File: src/include/gtr_pkg.sv
// Package: register map, fields and types of the translation request unit
package gtr_pkg;
  localparam logic [11:0] OFF_CTRL    = 12'h100;
  localparam logic [11:0] OFF_SID_LO  = 12'h108;
  localparam logic [11:0] OFF_SID_HI  = 12'h10c;
  localparam logic [11:0] OFF_ADDR_LO = 12'h110;
  localparam logic [11:0] OFF_ADDR_HI = 12'h114;
  localparam logic [11:0] OFF_RES_LO  = 12'h118;
  localparam logic [11:0] OFF_RES_HI  = 12'h11c;
  localparam logic [11:0] OFF_ENABLE  = 12'h120;
  localparam logic [11:0] OFF_VMSEL   = 12'h124;
  localparam logic [11:0] OFF_STATUS  = 12'h128;
  localparam int          SID_WIDTH   = 16;
  localparam int          SUB_WIDTH   = 8;
  localparam logic        GO_RESET    = 1'h0;
  localparam int          GO_BIT      = 0;
  localparam int          SUBV_BIT    = 20;
  localparam int          PRIV_BIT    = 9;
  localparam int          RNW_BIT     = 8;
  localparam int          INSTR_BIT   = 7;
  localparam int          INHIB_BIT   = 6;
  localparam int          FAULT_BIT   = 0;
  localparam int          FCODE_LSB   = 4;
  localparam logic [1:0]  TYPE_RSVD   = 2'h0;
  localparam logic [7:0]  FC_INVALID_REQUEST_ERROR  = 8'h01;
  localparam logic [7:0]  FC_INTERNAL = 8'h02;
  localparam logic [31:0] CAP_PRESENT = 32'h1;

  typedef struct packed {
    logic [31:0] requester_stream_id;
    logic [19:0] subId;
    logic        subValid;
    logic [51:0] inAddr;
    logic [1:0]  stages;
    logic        privileged;
    logic        readNotWrite;
    logic        instrNotData;
    logic        flagUpdateInhibit;
    logic [31:0] vmSel;
  } gtr_req_t;

  typedef struct packed {
    logic        fault;
    logic [7:0]  fault_reason_code;
    logic [54:0] payload;
  } gtr_res_t;

  typedef enum logic [3:0] {
    ST_IDLE  = 4'h1,
    ST_ISSUE = 4'h2,
    ST_WAIT  = 4'h4,
    ST_POST  = 4'h8
  } gtr_state_t;
endpackage

File: src/logic/gtr_unit.sv
// Register-driven address translation request unit with APB slave
// Function
// - Clear go only after result is posted
// - Writing go zero has no other effect
// - Go bit resets to zero
// - Ignore go set after enable written zero
// - Go high blocks stream, address, selector, control writes
// - Control, stream, address read-only while go high
// - Disable completes only after go clears
// - Aborted request reports internal-error fault
// - Enable rising clears stale go, then completes
// - Stream register holds stream, substream, valid fields
// - Unimplemented identifier bits read as zero
// - Address register carries input address bits 63:12
// - Type field selects translation stages
// - Reserved type yields invalid-request error
// - Bit nine marks privileged access
// - Registers exist only with capability present
// - Same guarding for every request group
// - Read/write bit; instruction bit ignored for writes
// - Inhibit bit blocks flag updates
// - Result bit zero flags fault
//
// Implementation choice: the APB interface to the registers.
module gtr_unit
  import gtr_pkg::*;
(
  // Clock, reset, enable
  input  wire logic        core_clk,
  input  wire logic        rst_b,
  input  wire logic        clkEn,
  // APB slave
  input  wire logic        psel,
  input  wire logic        penable,
  input  wire logic        pwrite,
  input  wire logic [11:0] paddr,
  input  wire logic [31:0] pwdata,
  output logic      [31:0] prdata,
  output logic             pready,
  output logic             pslverr,
  // Translation logic
  output gtr_req_t         xlatReq,
  output logic             xlatValid,
  output logic             xlatAbort,
  output logic             hardware_flag_update,
  input  wire logic        xlatDone,
  input  wire gtr_res_t    xlatRes,
  // Global enable state
  output logic             global_translation_enable
);

  gtr_state_t  state;
  logic        goBit;
  logic        enReq;
  logic        goStale;
  logic [31:0] sidLo;
  logic [31:0] sidHi;
  logic [31:0] addrLo;
  logic [31:0] addrHi;
  logic [31:0] vmSel;
  logic [63:0] result;
  logic        access;
  logic        wr;
  logic        next_pready;
  logic [31:0] next_prdata;
  logic        mapped;
  logic        goSetOk;

  // One-cycle wait state per transfer; answer lands on the second access cycle
  assign access = psel & penable & ~pready;
  assign wr     = access & pwrite;
  // Go set accepted only when idle and enable request stays on
  assign goSetOk = wr && paddr == OFF_CTRL && pwdata[GO_BIT] && !goBit && enReq
                   && global_translation_enable;

  // Request registers, ignored while go is high
  always_ff @(posedge core_clk)
  begin
    if (!rst_b)
    begin
      sidLo  <= 32'h0;
      sidHi  <= 32'h0;
      addrLo <= 32'h0;
      addrHi <= 32'h0;
      vmSel  <= 32'h0;
    end
    else if (clkEn && wr && !goBit)
    begin
      case (paddr)
        // Unimplemented id bits kept zero
        OFF_SID_LO:  sidLo <= {{(32 - SID_WIDTH){1'b0}}, pwdata[SID_WIDTH-1:0]};
        OFF_SID_HI:  sidHi <= {11'h0, pwdata[SUBV_BIT],
                               {(20 - SUB_WIDTH){1'b0}}, pwdata[SUB_WIDTH-1:0]};
        // Low reserved bits read zero
        OFF_ADDR_LO: addrLo <= {pwdata[31:6], 6'h0};
        OFF_ADDR_HI: addrHi <= pwdata;
        OFF_VMSEL:   vmSel <= pwdata;
        default:     ;
      endcase
    end
  end

  // Global enable request from software
  always_ff @(posedge core_clk)
  begin
    if (!rst_b)
      enReq <= 1'b0;
    else if (clkEn && wr && paddr == OFF_ENABLE)
      enReq <= pwdata[0];
  end

  // Effective enable; disable waits for go to clear, enable waits for stale go to clear
  always_ff @(posedge core_clk)
  begin
    if (!rst_b)
      global_translation_enable <= 1'b0;
    else if (clkEn)
    begin
      if (!enReq && !goBit)
        global_translation_enable <= 1'b0;
      else if (enReq && !goStale)
        global_translation_enable <= 1'b1;
    end
  end

  // Stale go: write of go while disabled clears goStale, so nothing is stored
  always_ff @(posedge core_clk)
  begin
    if (!rst_b)
      goStale <= 1'b0;
    else if (clkEn)
    begin
      if (enReq && goStale)
        goStale <= 1'b0;
      else if (wr && paddr == OFF_CTRL && pwdata[GO_BIT] && !goBit && !enReq
               && !global_translation_enable)
        goStale <= 1'b0;
    end
  end

  // Go bit
  always_ff @(posedge core_clk)
  begin
    if (!rst_b)
      goBit <= GO_RESET;
    else if (clkEn)
    begin
      if (goSetOk)
        goBit <= 1'b1;
      else if (state == ST_POST)
        goBit <= 1'b0;
    end
  end

  // Sequencer: issue, wait, post
  always_ff @(posedge core_clk)
  begin
    if (!rst_b)
      state <= ST_IDLE;
    else if (clkEn)
    begin
      case (state)
        ST_IDLE:  if (goSetOk) state <= ST_ISSUE;
        ST_ISSUE: state <= (xlatReq.stages == TYPE_RSVD) ? ST_POST : ST_WAIT;
        ST_WAIT:  if (xlatDone || !enReq) state <= ST_POST;
        ST_POST:  state <= ST_IDLE;
        default:  state <= ST_IDLE;
      endcase
    end
  end

  // Request capture and handoff
  always_ff @(posedge core_clk)
  begin
    if (!rst_b)
    begin
      xlatReq              <= '0;
      xlatValid            <= 1'b0;
      xlatAbort            <= 1'b0;
      hardware_flag_update <= 1'b0;
    end
    else if (clkEn)
    begin
      xlatAbort <= 1'b0;
      if (goSetOk)
      begin
        xlatReq.requester_stream_id          <= sidLo;
        xlatReq.subId             <= sidHi[19:0];
        xlatReq.subValid          <= sidHi[SUBV_BIT];
        xlatReq.inAddr            <= {addrHi, addrLo[31:12]};
        xlatReq.stages            <= addrLo[11:10];
        xlatReq.privileged        <= addrLo[PRIV_BIT];
        xlatReq.readNotWrite      <= addrLo[RNW_BIT];
        xlatReq.instrNotData      <= addrLo[RNW_BIT] & addrLo[INSTR_BIT];
        xlatReq.flagUpdateInhibit <= addrLo[INHIB_BIT];
        xlatReq.vmSel             <= vmSel;
      end
      if (state == ST_ISSUE && xlatReq.stages != TYPE_RSVD)
      begin
        xlatValid            <= 1'b1;
        hardware_flag_update <= ~xlatReq.flagUpdateInhibit;
      end
      else if (state == ST_WAIT && (xlatDone || !enReq))
      begin
        xlatValid            <= 1'b0;
        hardware_flag_update <= 1'b0;
        xlatAbort            <= ~xlatDone;
      end
    end
  end

  // Result register, written before go clears
  always_ff @(posedge core_clk)
  begin
    if (!rst_b)
      result <= 64'h0;
    else if (clkEn)
    begin
      if (state == ST_ISSUE && xlatReq.stages == TYPE_RSVD)
        result <= {52'h0, FC_INVALID_REQUEST_ERROR, 3'h0, 1'b1};
      else if (state == ST_WAIT && xlatDone)
        result <= {4'h0, xlatRes.payload[54:7], xlatRes.fault_reason_code, xlatRes.payload[2:0],
                   xlatRes.fault};
      else if (state == ST_WAIT && !enReq)
        result <= {52'h0, FC_INTERNAL, 3'h0, 1'b1};
    end
  end

  // Read decode; all groups present as capability is built
  always_comb
  begin
    mapped      = 1'b1;
    next_prdata = 32'h0;
    case (paddr)
      OFF_CTRL:    next_prdata = {31'h0, goBit | goStale};
      OFF_SID_LO:  next_prdata = sidLo;
      OFF_SID_HI:  next_prdata = sidHi;
      OFF_ADDR_LO: next_prdata = addrLo;
      OFF_ADDR_HI: next_prdata = addrHi;
      OFF_RES_LO:  next_prdata = result[31:0];
      OFF_RES_HI:  next_prdata = result[63:32];
      OFF_ENABLE:  next_prdata = {31'h0, enReq};
      OFF_VMSEL:   next_prdata = vmSel;
      OFF_STATUS:  next_prdata = {30'h0, global_translation_enable, CAP_PRESENT[0]};
      default:     mapped = 1'b0;
    endcase
  end

  assign next_pready = access;

  // APB answer
  always_ff @(posedge core_clk)
  begin
    if (!rst_b)
    begin
      pready  <= 1'b0;
      prdata  <= 32'h0;
      pslverr <= 1'b0;
    end
    else if (clkEn)
    begin
      pready  <= next_pready;
      prdata  <= (access && !pwrite) ? next_prdata : 32'h0;
      pslverr <= access & ~mapped;
    end
  end

endmodule

File: config.mk
export PLATFORM = sky130hd
export DESIGN_NAME = gtr_unit
export DESIGN_NICKNAME = d
export VERILOG_FILES = /design/src/include/gtr_pkg.sv /design/src/logic/gtr_unit.sv
export SDC_FILE = /design/constraint.sdc
export NUM_CORES = 1
export LEC_CHECK = 0
export BUFFER_PORTS_ARGS = -buffer_cell sky130_fd_sc_hd__buf_2
export CAP_MARGIN = 20
export CORE_UTILIZATION = 35
export CTS_BUF_LIST = sky130_fd_sc_hd__clkbuf_8 sky130_fd_sc_hd__clkbuf_16
export CTS_CLUSTER_DIAMETER = 150
export DETAILED_ROUTE_END_ITERATION = 8
export PLACE_DENSITY_LB_ADDON = 0.05
export SKIP_CTS_REPAIR_TIMING = 1
export SKIP_LAST_GASP = 1
export SYNTH_ARGS = -nofsm -noshare
export SYNTH_HDL_FRONTEND = slang
export SYNTH_SLANG_ARGS = --single-unit
File: constraint.sdc
create_clock -name core_clk -period 5.4 [get_ports core_clk]
set_clock_uncertainty 0.1 [all_clocks]
set_input_delay 1.08 -clock core_clk [delete_from_list [all_inputs] [get_ports core_clk]]
set_output_delay 1.08 -clock core_clk [all_outputs]
set_load 0.03 [all_outputs]
After elaboration in Yosys (flattened, before gate mapping)
Index checks and enable logic that the tools add are counted.

Eq/ne operators: 16. Mux-type cells: 21. Bitwise gates (word level): 10. Reduce and logical (&&, ||, !) cells: 45.

Operator list (number): $pmux 32 s10 (1); $mux 64 (3); $eq 12x9->1 const B (10); $mux 32 (1); $reduce_and 2->1 (11); $logic_and 1x1->1 (19); $mux 1 (12); $mux 4 (3); $pmux 4 s3 (1); $reduce_bool 2->1 (5); $reduce_or 10->1 (1); $and 1x1->1 (5); $logic_not 1->1 (5); $eq 4x1->1 const B (1); $eq 4x2->1 const B (1); $eq 4x3->1 const B (1); $eq 4x4->1 const B (1); $ne 2x2->1 const B (2); $not 1->1 (4); $reduce_and 3->1 (1); $reduce_bool 3->1 (1); $logic_not 2->1 (1); $logic_or 1x1->1 (1); $or 1x1->1 (1).

Bits in registers: 339. Input port bits: 115. Output and inout bits: 181. Logic and storage cells: 119.

Longest topological paths before layout
Gate-level depths: netlist (run 1).

Depth after elaboration: 10. Mapped depth: 8.

Worst setup path before layout (run 1)
Ideal clock, no wire load.

Kind: in2reg. Start point: in paddr[7]. End point: reg state[3]. Library setup time: 0.103 ns. Arrival time: 2.892 ns. Path slack: 2.304 ns. Stages on the path: 5. Path buffers: 1. Cell sequence: or4b_4 -> or4_4 -> buf_6 -> o311a_1 -> a2111oi_2.

Cells in the longest elaborated chain, start to end: 8.

RTL lines: start: declaration (RTL line gtr_unit.sv:36) `input wire logic [11:0] paddr,`; $eq 12x9->1 (RTL line gtr_unit.sv:73) `assign goSetOk = wr && paddr == OFF_CTRL && pwdata[GO_BIT] && !goBit && enReq`; $logic_and 1x1->1 (4 in series) (RTL line gtr_unit.sv:73); $logic_and 1x1->1 (RTL line gtr_unit.sv:74) `&& global_translation_enable;`; $ne 2x2->1 (no line); $reduce_and 3->1 (no line); end signal: assignment (RTL line gtr_unit.sv:164) `ST_ISSUE: state <= (xlatReq.stages == TYPE_RSVD) ? ST_POST : ST_WAIT;`; end: declaration (RTL line gtr_unit.sv:52) `gtr_state_t state;`.

Every way passes these cells. A chain may end at the register's enable or synchronous reset.

Final worst setup path (run 1)
Start point: in paddr[7]. End point: reg xlatReq[112] (netlist name).

Cells in the longest elaborated chain, start to end: 7.

RTL lines: $eq 12x9->1 (RTL line gtr_unit.sv:73); $logic_and 1x1->1 (4 in series) (RTL line gtr_unit.sv:73); $logic_and 1x1->1 (RTL line gtr_unit.sv:74); $reduce_and 2->1 (no line); end: declaration (RTL line gtr_unit.sv:42) `output gtr_req_t xlatReq,`.

Every way passes these cells.

==> run metrics, run 1 <==
Core ar.=0.0407 mm^2; Leakage=6.18 nW; initial antenna violation count=0; Final Critical Period=3.42 ns; average wire per standard cell=~23 um; Place WS=1.47 ns; Fin. Hold Viols=0; DP Area=0.0159 mm^2; crit start category=input port; fin worst setup slack=slightly below 2 ns; crit share post-route=0.633; first-pass GRT wire length=81300 um; share of cells above drive strength 1=0.213; Pre-antenna DRT Iters=5; H-tree depth=2; TNS Setup=0 ns; number of synthesized flops with an enable pin=0; cell with the most instances after synthesis=dfxtp_1; CTS max path bufs=3; slew margin rel.=0.281; routed vias=13600; total CTS buffers=40; Power Density=313 mW/mm^2; leading register cell type out of synthesis=dfxtp_1; Worst R2R Start=pready$_SDFFE_PN0P_; Slew @ Worst Pin=1.08 ns; gr ovfl total=0; Crit. Startpoint=paddr[7]; Synth top area share=0.463; CP arrival=3.69 ns; R2R setup slack=approximately 2.5 ns; Power, Total=5.36 mW; root buf cell=clkbuf_16; final count of negative-setup-slack endpoints=0; synthesized instance count=about 1700; FMAX=approximately 300 MHz; die area=0.0421 mm^2; Post-synth top cells=dfxtp_1, o21ai_0, a21oi_1; GPL Wtd Cong=0.869; leading area contributor after synthesis=dfxtp_1; Global Route Usage Sum=0.254; die width=205 um; maximum VDD drop=0.000157 V; RSZ-0062 raised after global routing=false; drt total wl=54800 um; fin nets=around 2000; remaining antenna violation count after routing=0; Die Y=205 um; worst hold start=prdata[26]$_SDFFE_PN0P_; Post-DP HPWL=36500 um; Worst-path clk slew=0.06 ns; Ports=just under 300; CP required=5.67 ns; CP max FO=103; vias in the first global route=12400; Synth cell types=66; max cap viols=0; Post-synth ARST share=0; post-route cell area=around 0.017 mm^2; Port Buf Inserts=between 200 and 300; Syn-to-layout area delta=18.8%; Skew-Pair Late Insertion Delay=0.54 ns; average size of a mapped cell=8.43 um^2; Filler cells=~4200; Initial Util=0.355; Netlist Area Pre-Place=roughly 0.014 mm^2; run status=finished, final reports clean; Hold Crit Class=reg2reg; crit end category=flop; area of the multi-input gates=0.00689 mm^2; #FFs+latches synth=334; Synth area leaders=dfxtp_1, o21ai_0, a21oi_1, nand3_1, mux2i_1; YS warnings=0; CTS sink count=334; Core Util, Final=0.421; Vias/cell=5.61; largest net degree at the start of global routing=approximately 180; FP Rows=74; register area=approximately 0.0067 mm^2; post-synthesis sequential area ratio=0.463; CTS tree=built; Pins Over Slew Limit=0; DRC violation count after routing=0; critical setup path kind=in2reg; DRT iter0 DRCs=approximately 1100
critical path, stage by stage:
cell and delay (ns):
buf_2 0.10, or4b_4 0.57, or4_4 0.97, buf_4 0.54, o21ai_0 0.27, a21oi_1 0.08
per-layer routing:
metal	vias to the layer above	part of all wire	track usage
li1	6474	-	-
met1	6561	0.51	0.402
met2	472	0.41	0.352
met3	46	0.066	0.0451
met4	0	0.014	0.0487
met5	-	0	0
registers in the layout (all words and copies together), names as in the netlist:
signal                     flops
pready                         1
addrHi                        32
pslverr                        1
addrLo                        26
sidLo                         16
global_translation_enable      1
xlatValid                      1
prdata                        32
sidHi                          9
xlatAbort                      1
goBit                          1
enReq                          1
state                          4
result                        60
vmSel                         32
hardware_flag_update           1
xlatReq                      115
metrics by stage:
stage / hold slack (ns) / std cells
after detailed placement: 0.345 / 2348
after global placement: 0.339 / 2347
after CTS: 0.359 / 2416
after global routing: 0.368 / 2416
after floorplan: 0.345 / 1741
final: 0.352 / 2417
placed cells by master, fill, tap and decap left out, types with 8 or more instances in the layout:
cell type	instances
a21oi_1	251
inv_1	18
a222oi_1	8
o21ai_0	260
buf_4	28
nor2_1	14
nor3_1	19
mux2i_1	75
conb_1	28
mux4_2	12
dfxtp_1	334
mux2_2	10
nand3_1	177
clkbuf_8	13
clkbuf_16	41
nand4_1	62
nand2_1	129
nand3b_1	8
a22oi_1	18
buf_2	262
cell type report:
type                    instances  area share
repair buffers                293      0.0926
well taps                     532      0.0388
diodes                          1    0.000146
clock buffers                  54      0.0702
inverters                      11     0.00270
clock inverters                14     0.00488
flip-flops and latches        334       0.390
multi-input cells            1178       0.401
report_power, final:
part	internal (mW)	leakage (nW)	switching, mW
registers	2.47	2.69	0.00279
clock network	1.59	0.676	1.06
logic	0.0595	2.81	0.185
total	4.12	6.18	1.25
logic make-up (layout without fill, tap and decap cells):
| family | after synthesis | count (layout) | synth area share |
|---|---|---|---|
| compound gates | 588 | 588 | 0.223 |
| xor+xnor | 1 | 1 | 0.000606 |
| simple gates | 464 | 464 | 0.165 |
| buf+inv | 229 | 372 | 0.0709 |
| mux | 97 | 97 | 0.0784 |
| flops | 334 | 334 | 0.463 |
| other cells | 1 | 29 | 0.000259 |
worst paths after layout:
| check | endpoint | depth (start not counted) |
|---|---|---|
| worst max-delay path | xlatReq[112]$_SDFFE_PN0P_ | 6 |
| worst min-delay path | prdata[26]$_SDFFE_PN0P_ | 2 |
| worst max register to register | xlatReq[112]$_SDFFE_PN0P_ | 5 |
| worst min register to register | prdata[26]$_SDFFE_PN0P_ | 2 |
Power figures use the tool's default switching activity.
==> run 2, diff against run 1 <==
==> constraint.sdc (replaced) <==
create_clock -name core_clk -period 3.2 [get_ports core_clk]
set_clock_uncertainty 0.1 [all_clocks]
set_input_delay 0.64 -clock core_clk [delete_from_list [all_inputs] [get_ports core_clk]]
set_output_delay 0.64 -clock core_clk [all_outputs]
set_load 0.03 [all_outputs]
==> run 2 against run 1 <==
Against the previous run:
- first-iteration DRC count rose by 3.2%
- register-to-register slack lost 1.6 ns
- via count rose by 0.86%
- wire length rose by 0.38%
- critical path depth unchanged
- non-clock buffer count rose by 24
- combinational power rose by 75%
- utilization grew 0.60 points
- critical path type unchanged
- largest cell class unchanged
- highest routed layer is now met5
==> run metrics, run 2 (synthesized netlist as in run 1, its figures left out) <==
run status=finished, final reports clean; Vias/cell=5.60 (about the same); first-pass GRT wire length=80700 um (-0.64%); die width=205 um (unchanged); remaining antenna violation count after routing=0 (unchanged); TNS Setup=0 ns (unchanged); H-tree depth=2 (unchanged); slowest stage delay, CP=0.94 ns (-0.03 ns); CTS tree=built; Leakage=6.31 nW (+2.1%); gr ovfl total=0 (unchanged); Crit. Startpoint=paddr[2]; GPL Wtd Cong=0.881 (+1.4%); R2R setup slack=0.89 ns (-1.61 ns); crit start category=input port; die area=0.0421 mm^2 (unchanged); Crit path max-delay family=compound AO/OA/AOI/OAI gates; Core ar.=0.0407 mm^2 (unchanged); vias in the first global route=12400 (+0.11%); Syn-to-layout area delta=20.5%; Pins Over Slew Limit=0 (unchanged); FMAX=397 MHz; Fin. Hold Viols=0 (unchanged); largest register by flop count=xlatReq; Core Util, Final=0.427 (+0.00596); commonest non-fill, non-tap cell in the layout=dfxtp_1; Worst Reg-to-Reg Cells=5 (unchanged); CTS max path bufs=3 (unchanged); Post-DP HPWL=37600 um (+2.9%); critical setup path kind=in2reg; Finished Layout Cells=2440 (+0.95%); Worst R2R Start=pready$_SDFFE_PN0P_; FF-to-FF End=xlatReq[47]$_SDFFE_PN0P_; Worst-path clk slew=0.06 ns (about the same); Ports=296 (unchanged); Pre-antenna DRT Iters=5 (unchanged); Crit path depth=6 (unchanged); total CTS buffers=39 (-2.5%); final count of negative-setup-slack endpoints=0 (unchanged); FP Rows=74 (unchanged); Final Critical Period=2.52 ns; DRT iter0 DRCs=1172 (+3.2%); critical path's slowest cell=a2111oi_0; maximum VDD drop=0.000307 V (+96%); CTS sink count=334 (unchanged); fin nets=1996 (+1.2%); crit path capture=prdata[9]$_SDFFE_PN0P_; Place WS=0.260 ns (-1.21 ns); max cap viols=0 (unchanged); most frequent cells in the layout=dfxtp_1, buf_2, o21ai_0; slew margin rel.=0.265 (-0.0166); crit share post-route=0.787; Power Density=510 mW/mm^2 (+63%); Die Y=205 um (unchanged); Slew @ Worst Pin=1.07 ns (-0.00285 ns); DRC violation count after routing=0 (unchanged); share of cells above drive strength 1=0.221 (+0.00780); Initial Util=0.355 (unchanged); fin worst setup slack=0.683 ns (-1.30 ns); number of flip-flops in the largest register=115 (unchanged); Diodes inserted=0 (-1); routed vias=13700 (+0.86%); CP arrival=2.83 ns (-0.86 ns); crit end category=flop; Worst Hold Slack=0.231 ns (-0.121 ns); Inst Count DP=2372 (+1.0%); cells along the critical path=buf_2 -> buf_4 -> mux2i_1 -> nor3_1 -> a2111oi_0 -> o21ai_0; average wire per standard cell=22.5 um (-0.57%); CP required=3.51 ns (-2.16 ns); Global Route Usage Sum=0.254 (about the same); initial antenna violation count=1 (+1); CP bufs+invs=2 (unchanged); largest net degree at the start of global routing=116 (-37%); Port Buf Inserts=263 (unchanged); CP max FO=28 (-73%); drt total wl=55000 um (+0.38%); Hold Crit Class=in2reg; root buf cell=clkbuf_16; Skew-Pair Late Insertion Delay=0.57 ns (+0.03 ns); RSZ-0062 raised after global routing=false; Regs by FF count=xlatReq x115, result x60
-- run 2: changes by cell type in the layout (fill, tap and decap cells not counted), sizes merged --
cell      before  now
diode          1    0
clkinv         5    8
buf          293  317
inv           19   24
clkinvlp       0    1
clkbuf        54   45
-- run 2: metrics by stage --
stage | instance area (um^2) | power, mW
2_1_floorplan | 14600 | 4.51
3_3_place_gp | 16200 | 4.68
3_5_place_dp | 16200 | 4.68
4_1_cts | 17400 | 8.96
5_1_grt | 17400 | 9.14
6_report | 17400 | 8.88
-- run 2: report_power, final --
group | internal, mW | leakage (nW) | switching, mW
Sequential | 4.16 | 2.69 | 0.00434
Clock | 2.46 | 0.647 | 1.83
Combinational | 0.112 | 2.98 | 0.316
Total | 6.73 | 6.31 | 2.15
-- run 2: worst min-delay path by stage --
stage,depth (start not counted),endpoint,startpoint
global route,3,vmSel[30]$_SDFFE_PN0P_,pwdata[30]
global placement,2,prdata[17]$_SDFFE_PN0P_,prdata[17]$_SDFFE_PN0P_
CTS,3,vmSel[28]$_SDFFE_PN0P_,pwdata[28]
finish,3,vmSel[28]$_SDFFE_PN0P_,pwdata[28]
floorplan,2,addrHi[10]$_SDFFE_PN0P_,addrHi[10]$_SDFFE_PN0P_
detailed placement,2,prdata[18]$_SDFFE_PN0P_,prdata[18]$_SDFFE_PN0P_
-- run 2: layer usage --
metal | part of all wire | global-route usage
met2 | 0.41 | 0.352
met5 | 0.00024 | 0
met4 | 0.018 | 0.0603
met1 | 0.50 | 0.399
met3 | 0.065 | 0.0424
-- run 2: layout make-up --
class | instances | area [um^2]
inverters | 11 | 46.3
clock inverters | 23 | 141
well taps | 532 | 666
clock buffers | 45 | 1070
flip-flops and latches | 334 | 6690
fillers | 4167 | 23300
multi-input cells | 1178 | 6890
repair buffers | 317 | 1910
-- run 2: tightest hold or removal path: stages --
cell and delay, ns:
buf_2 0.11, nand3_1 0.06, a21oi_1 0.05
==> run 3, diff against run 2 <==
--- a/config.mk
+++ b/config.mk
@@ -5,6 +5,7 @@
 export SDC_FILE = /design/constraint.sdc
 export NUM_CORES = 1
 export LEC_CHECK = 0
+export ABC_AREA = 1
 export BUFFER_PORTS_ARGS = -buffer_cell sky130_fd_sc_hd__buf_2
 export CAP_MARGIN = 20
 export CORE_UTILIZATION = 35
==> constraint.sdc (replaced) <==
create_clock -name core_clk -period 2.55 [get_ports core_clk]
set_clock_uncertainty 0.1 [all_clocks]
set_input_delay 0.51 -clock core_clk [delete_from_list [all_inputs] [get_ports core_clk]]
set_output_delay 0.51 -clock core_clk [all_outputs]
set_load 0.03 [all_outputs]
==> run 3 against run 2 <==
Against the previous run:
- critical path depth rose by 3
- count of clock-buffer cells in the layout up 4
- combinational power is 6.1% lower
- first-iteration DRC count fell by 43%
- setup slack lost 0.13 ns
- die area is 5.3% lower
- wire length is 13% lower
- clock power rose by 28%
- sequential share of layout area up 1.7 points
- critical path type is now reg2reg
- largest cell class is now sequential cells
- highest routed layer is now met4
==> run metrics, run 3 <==
run status=finished, final reports clean; largest net degree at the start of global routing=115 (-0.86%); fin worst setup slack=0.550 ns (-0.133 ns); Vias/cell=4.88 (-13%); Post-synth top cells=dfxtp_1, nand2_1, a21oi_1; Global Route Usage Sum=0.235 (-0.0191); post-route cell area=0.0167 mm^2 (-4.3%); CTS sink count=334 (unchanged); share of cells above drive strength 1=0.196 (-0.0256); XOR/XNOR Fraction of Synth Area=0 (-0.000606); YS warnings=0 (unchanged); Post-synth ARST share=0 (unchanged); number of synthesized flops with an enable pin=0 (unchanged); Regs by FF count=xlatReq x115, result x60; number of flip-flops in the largest register=115 (unchanged); CP required=2.90 ns (-0.61 ns); die width=200 um (-2.7%); Post-DP HPWL=34700 um (-7.9%); mux contribution to synthesized area=0 (-0.0784); die area=0.0399 mm^2 (-5.3%); Power, Total=11.1 mW (+25%); maximum VDD drop=0.000432 V (+41%); FMAX=500 MHz; CTS max path bufs=3 (unchanged); Netlist Area Pre-Place=0.0137 mm^2 (-5.3%); Fin. Hold Viols=0 (unchanged); DRT iter0 DRCs=663 (-43%); DRC violation count after routing=0 (unchanged); cell with the most instances after synthesis=dfxtp_1; Port Buf Inserts=263 (unchanged); gr ovfl total=0 (unchanged); Pre-antenna DRT Iters=5 (unchanged); crit share post-route=0.784; leading register cell type out of synthesis=dfxtp_1; H-tree depth=2 (unchanged); Core ar.=0.0386 mm^2 (-5.4%); max cap viols=0 (unchanged); Leakage=7.72 nW (+22%); crit start category=flop; #FFs+latches synth=334 (unchanged); Filler cells=4084 (-2.0%); crit end category=flop; average wire per standard cell=18.5 um (-18%); synthesized-area fraction occupied by and/or/nand/nor cells=0.221 (+0.0560); CP arrival=2.35 ns (-0.48 ns); final count of negative-setup-slack endpoints=0 (unchanged); post-synthesis sequential area ratio=0.489 (+0.0261); Initial Util=0.355 (about the same); Skew-Pair Late Insertion Delay=0.53 ns (-0.04 ns); FP Rows=72 (-2.7%); Synth top area share=0.489 (+0.0261); RSZ-0062 raised after global routing=false; Place WS=0.210 ns (-0.0507 ns); main combinational cell family by area after synthesis=simple AND/OR/NAND/NOR gates; Synth area leaders=dfxtp_1, a21oi_1, o21ai_0, nand2_1, nor2_1; average size of a mapped cell=7.45 um^2 (-12%); Worst-path clk slew=0.06 ns (about the same); most frequent cells in the layout=dfxtp_1, nand2_1, buf_2; leading area contributor after synthesis=dfxtp_1; initial antenna violation count=0 (-1); routed vias=12700 (-7.4%); Synth Area in Adders=0 (unchanged); critical setup path kind=reg2reg; DP Area=0.0154 mm^2 (-4.9%); largest register by flop count=xlatReq; TNS Setup=0 ns (unchanged); drt total wl=48000 um (-13%); Synth cell types=41 (-38%); CP max FO=38 (+36%); fin nets=2166 (+8.5%); vias in the first global route=11800 (-4.9%); root buf cell=clkbuf_16; Pins Over Slew Limit=0 (unchanged); commonest non-fill, non-tap cell in the layout=dfxtp_1; Ports=296 (unchanged); GPL Wtd Cong=0.881 (about the same); Syn-to-layout area delta=21.8%; Die Y=200 um (-2.7%); first-pass GRT wire length=70200 um (-13%); Hold Crit Class=in2reg; synthesized instance count=1837 (+7.2%); total CTS buffers=38 (-2.6%); Core Util, Final=0.432 (+0.00484); Final Critical Period=~2.0 ns; CTS tree=built; post-synthesis compound-gate area fraction=0.198 (-0.0242); remaining antenna violation count after routing=0 (unchanged); Power Density=668 mW/mm^2 (+31%)
-- run 3: per-layer routing --
metal	wire length, um	up-vias	track usage
met2	24400	308	0.420
met4	1580	0	0.0868
met1	20000	5884	0.286
met3	2030	76	0.0295
li1	-	6395	-
met5	0	-	0
-- run 3: final timing paths --
check	start	to	slack, ns	cells after the start
max	state[2]$_SDFFE_PN0P_	result[17]$_SDFFE_PN0P_	0.55	9
min	xlatRes[61]	result[10]$_SDFFE_PN0P_	0.14	3
max reg2reg	state[2]$_SDFFE_PN0P_	result[17]$_SDFFE_PN0P_	0.55	9
min reg2reg	prdata[24]$_SDFFE_PN0P_	prdata[24]$_SDFFE_PN0P_	0.36	2
-- run 3: logic make-up after synthesis --
kind of cell,after synthesis
simple gates,695
compound gates,535
flops,334
buf+inv,272
other cells,1
-- run 3: final cells by class --
cell class / count / area [um^2] / share of cell area
sequential: 334 / 6690 / 0.401
tap: 518 / 648 / 0.0389
multi-input combinational: 1258 / 5850 / 0.351
antenna: 1 / 2.50 / 0.000150
timing repair buffer: 295 / 1750 / 0.105
clock inverter: 16 / 149 / 0.00894
inverter: 124 / 467 / 0.0280
clock buffer: 49 / 1110 / 0.0668
-- run 3: stage by stage --
step                cells  hold slack [ns]
floorplan            1864            0.336
global placement     2529            0.351
detailed placement   2529            0.352
CTS                  2594            0.133
global route         2594            0.136
finish               2595            0.144
-- run 3: power by group --
group	switching (mW)	total, mW	leakage, nW	internal (mW)
Clock	2.23	5.50	0.646	3.28
Combinational	0.291	0.402	4.39	0.111
Sequential	0.00552	5.23	2.69	5.23
Total	2.52	11.1	7.72	8.61
-- run 3: worst max-delay path, cell delays in order, from the launching register on --
cell and delay (ns):
dfxtp_1 0.36, inv_1 0.07, nor3_2 0.28, o21ai_1 0.17
nand2_1 0.11, nand2_2 0.08, inv_2 0.07, buf_4 0.34
nand3_1 0.17, a21oi_1 0.15
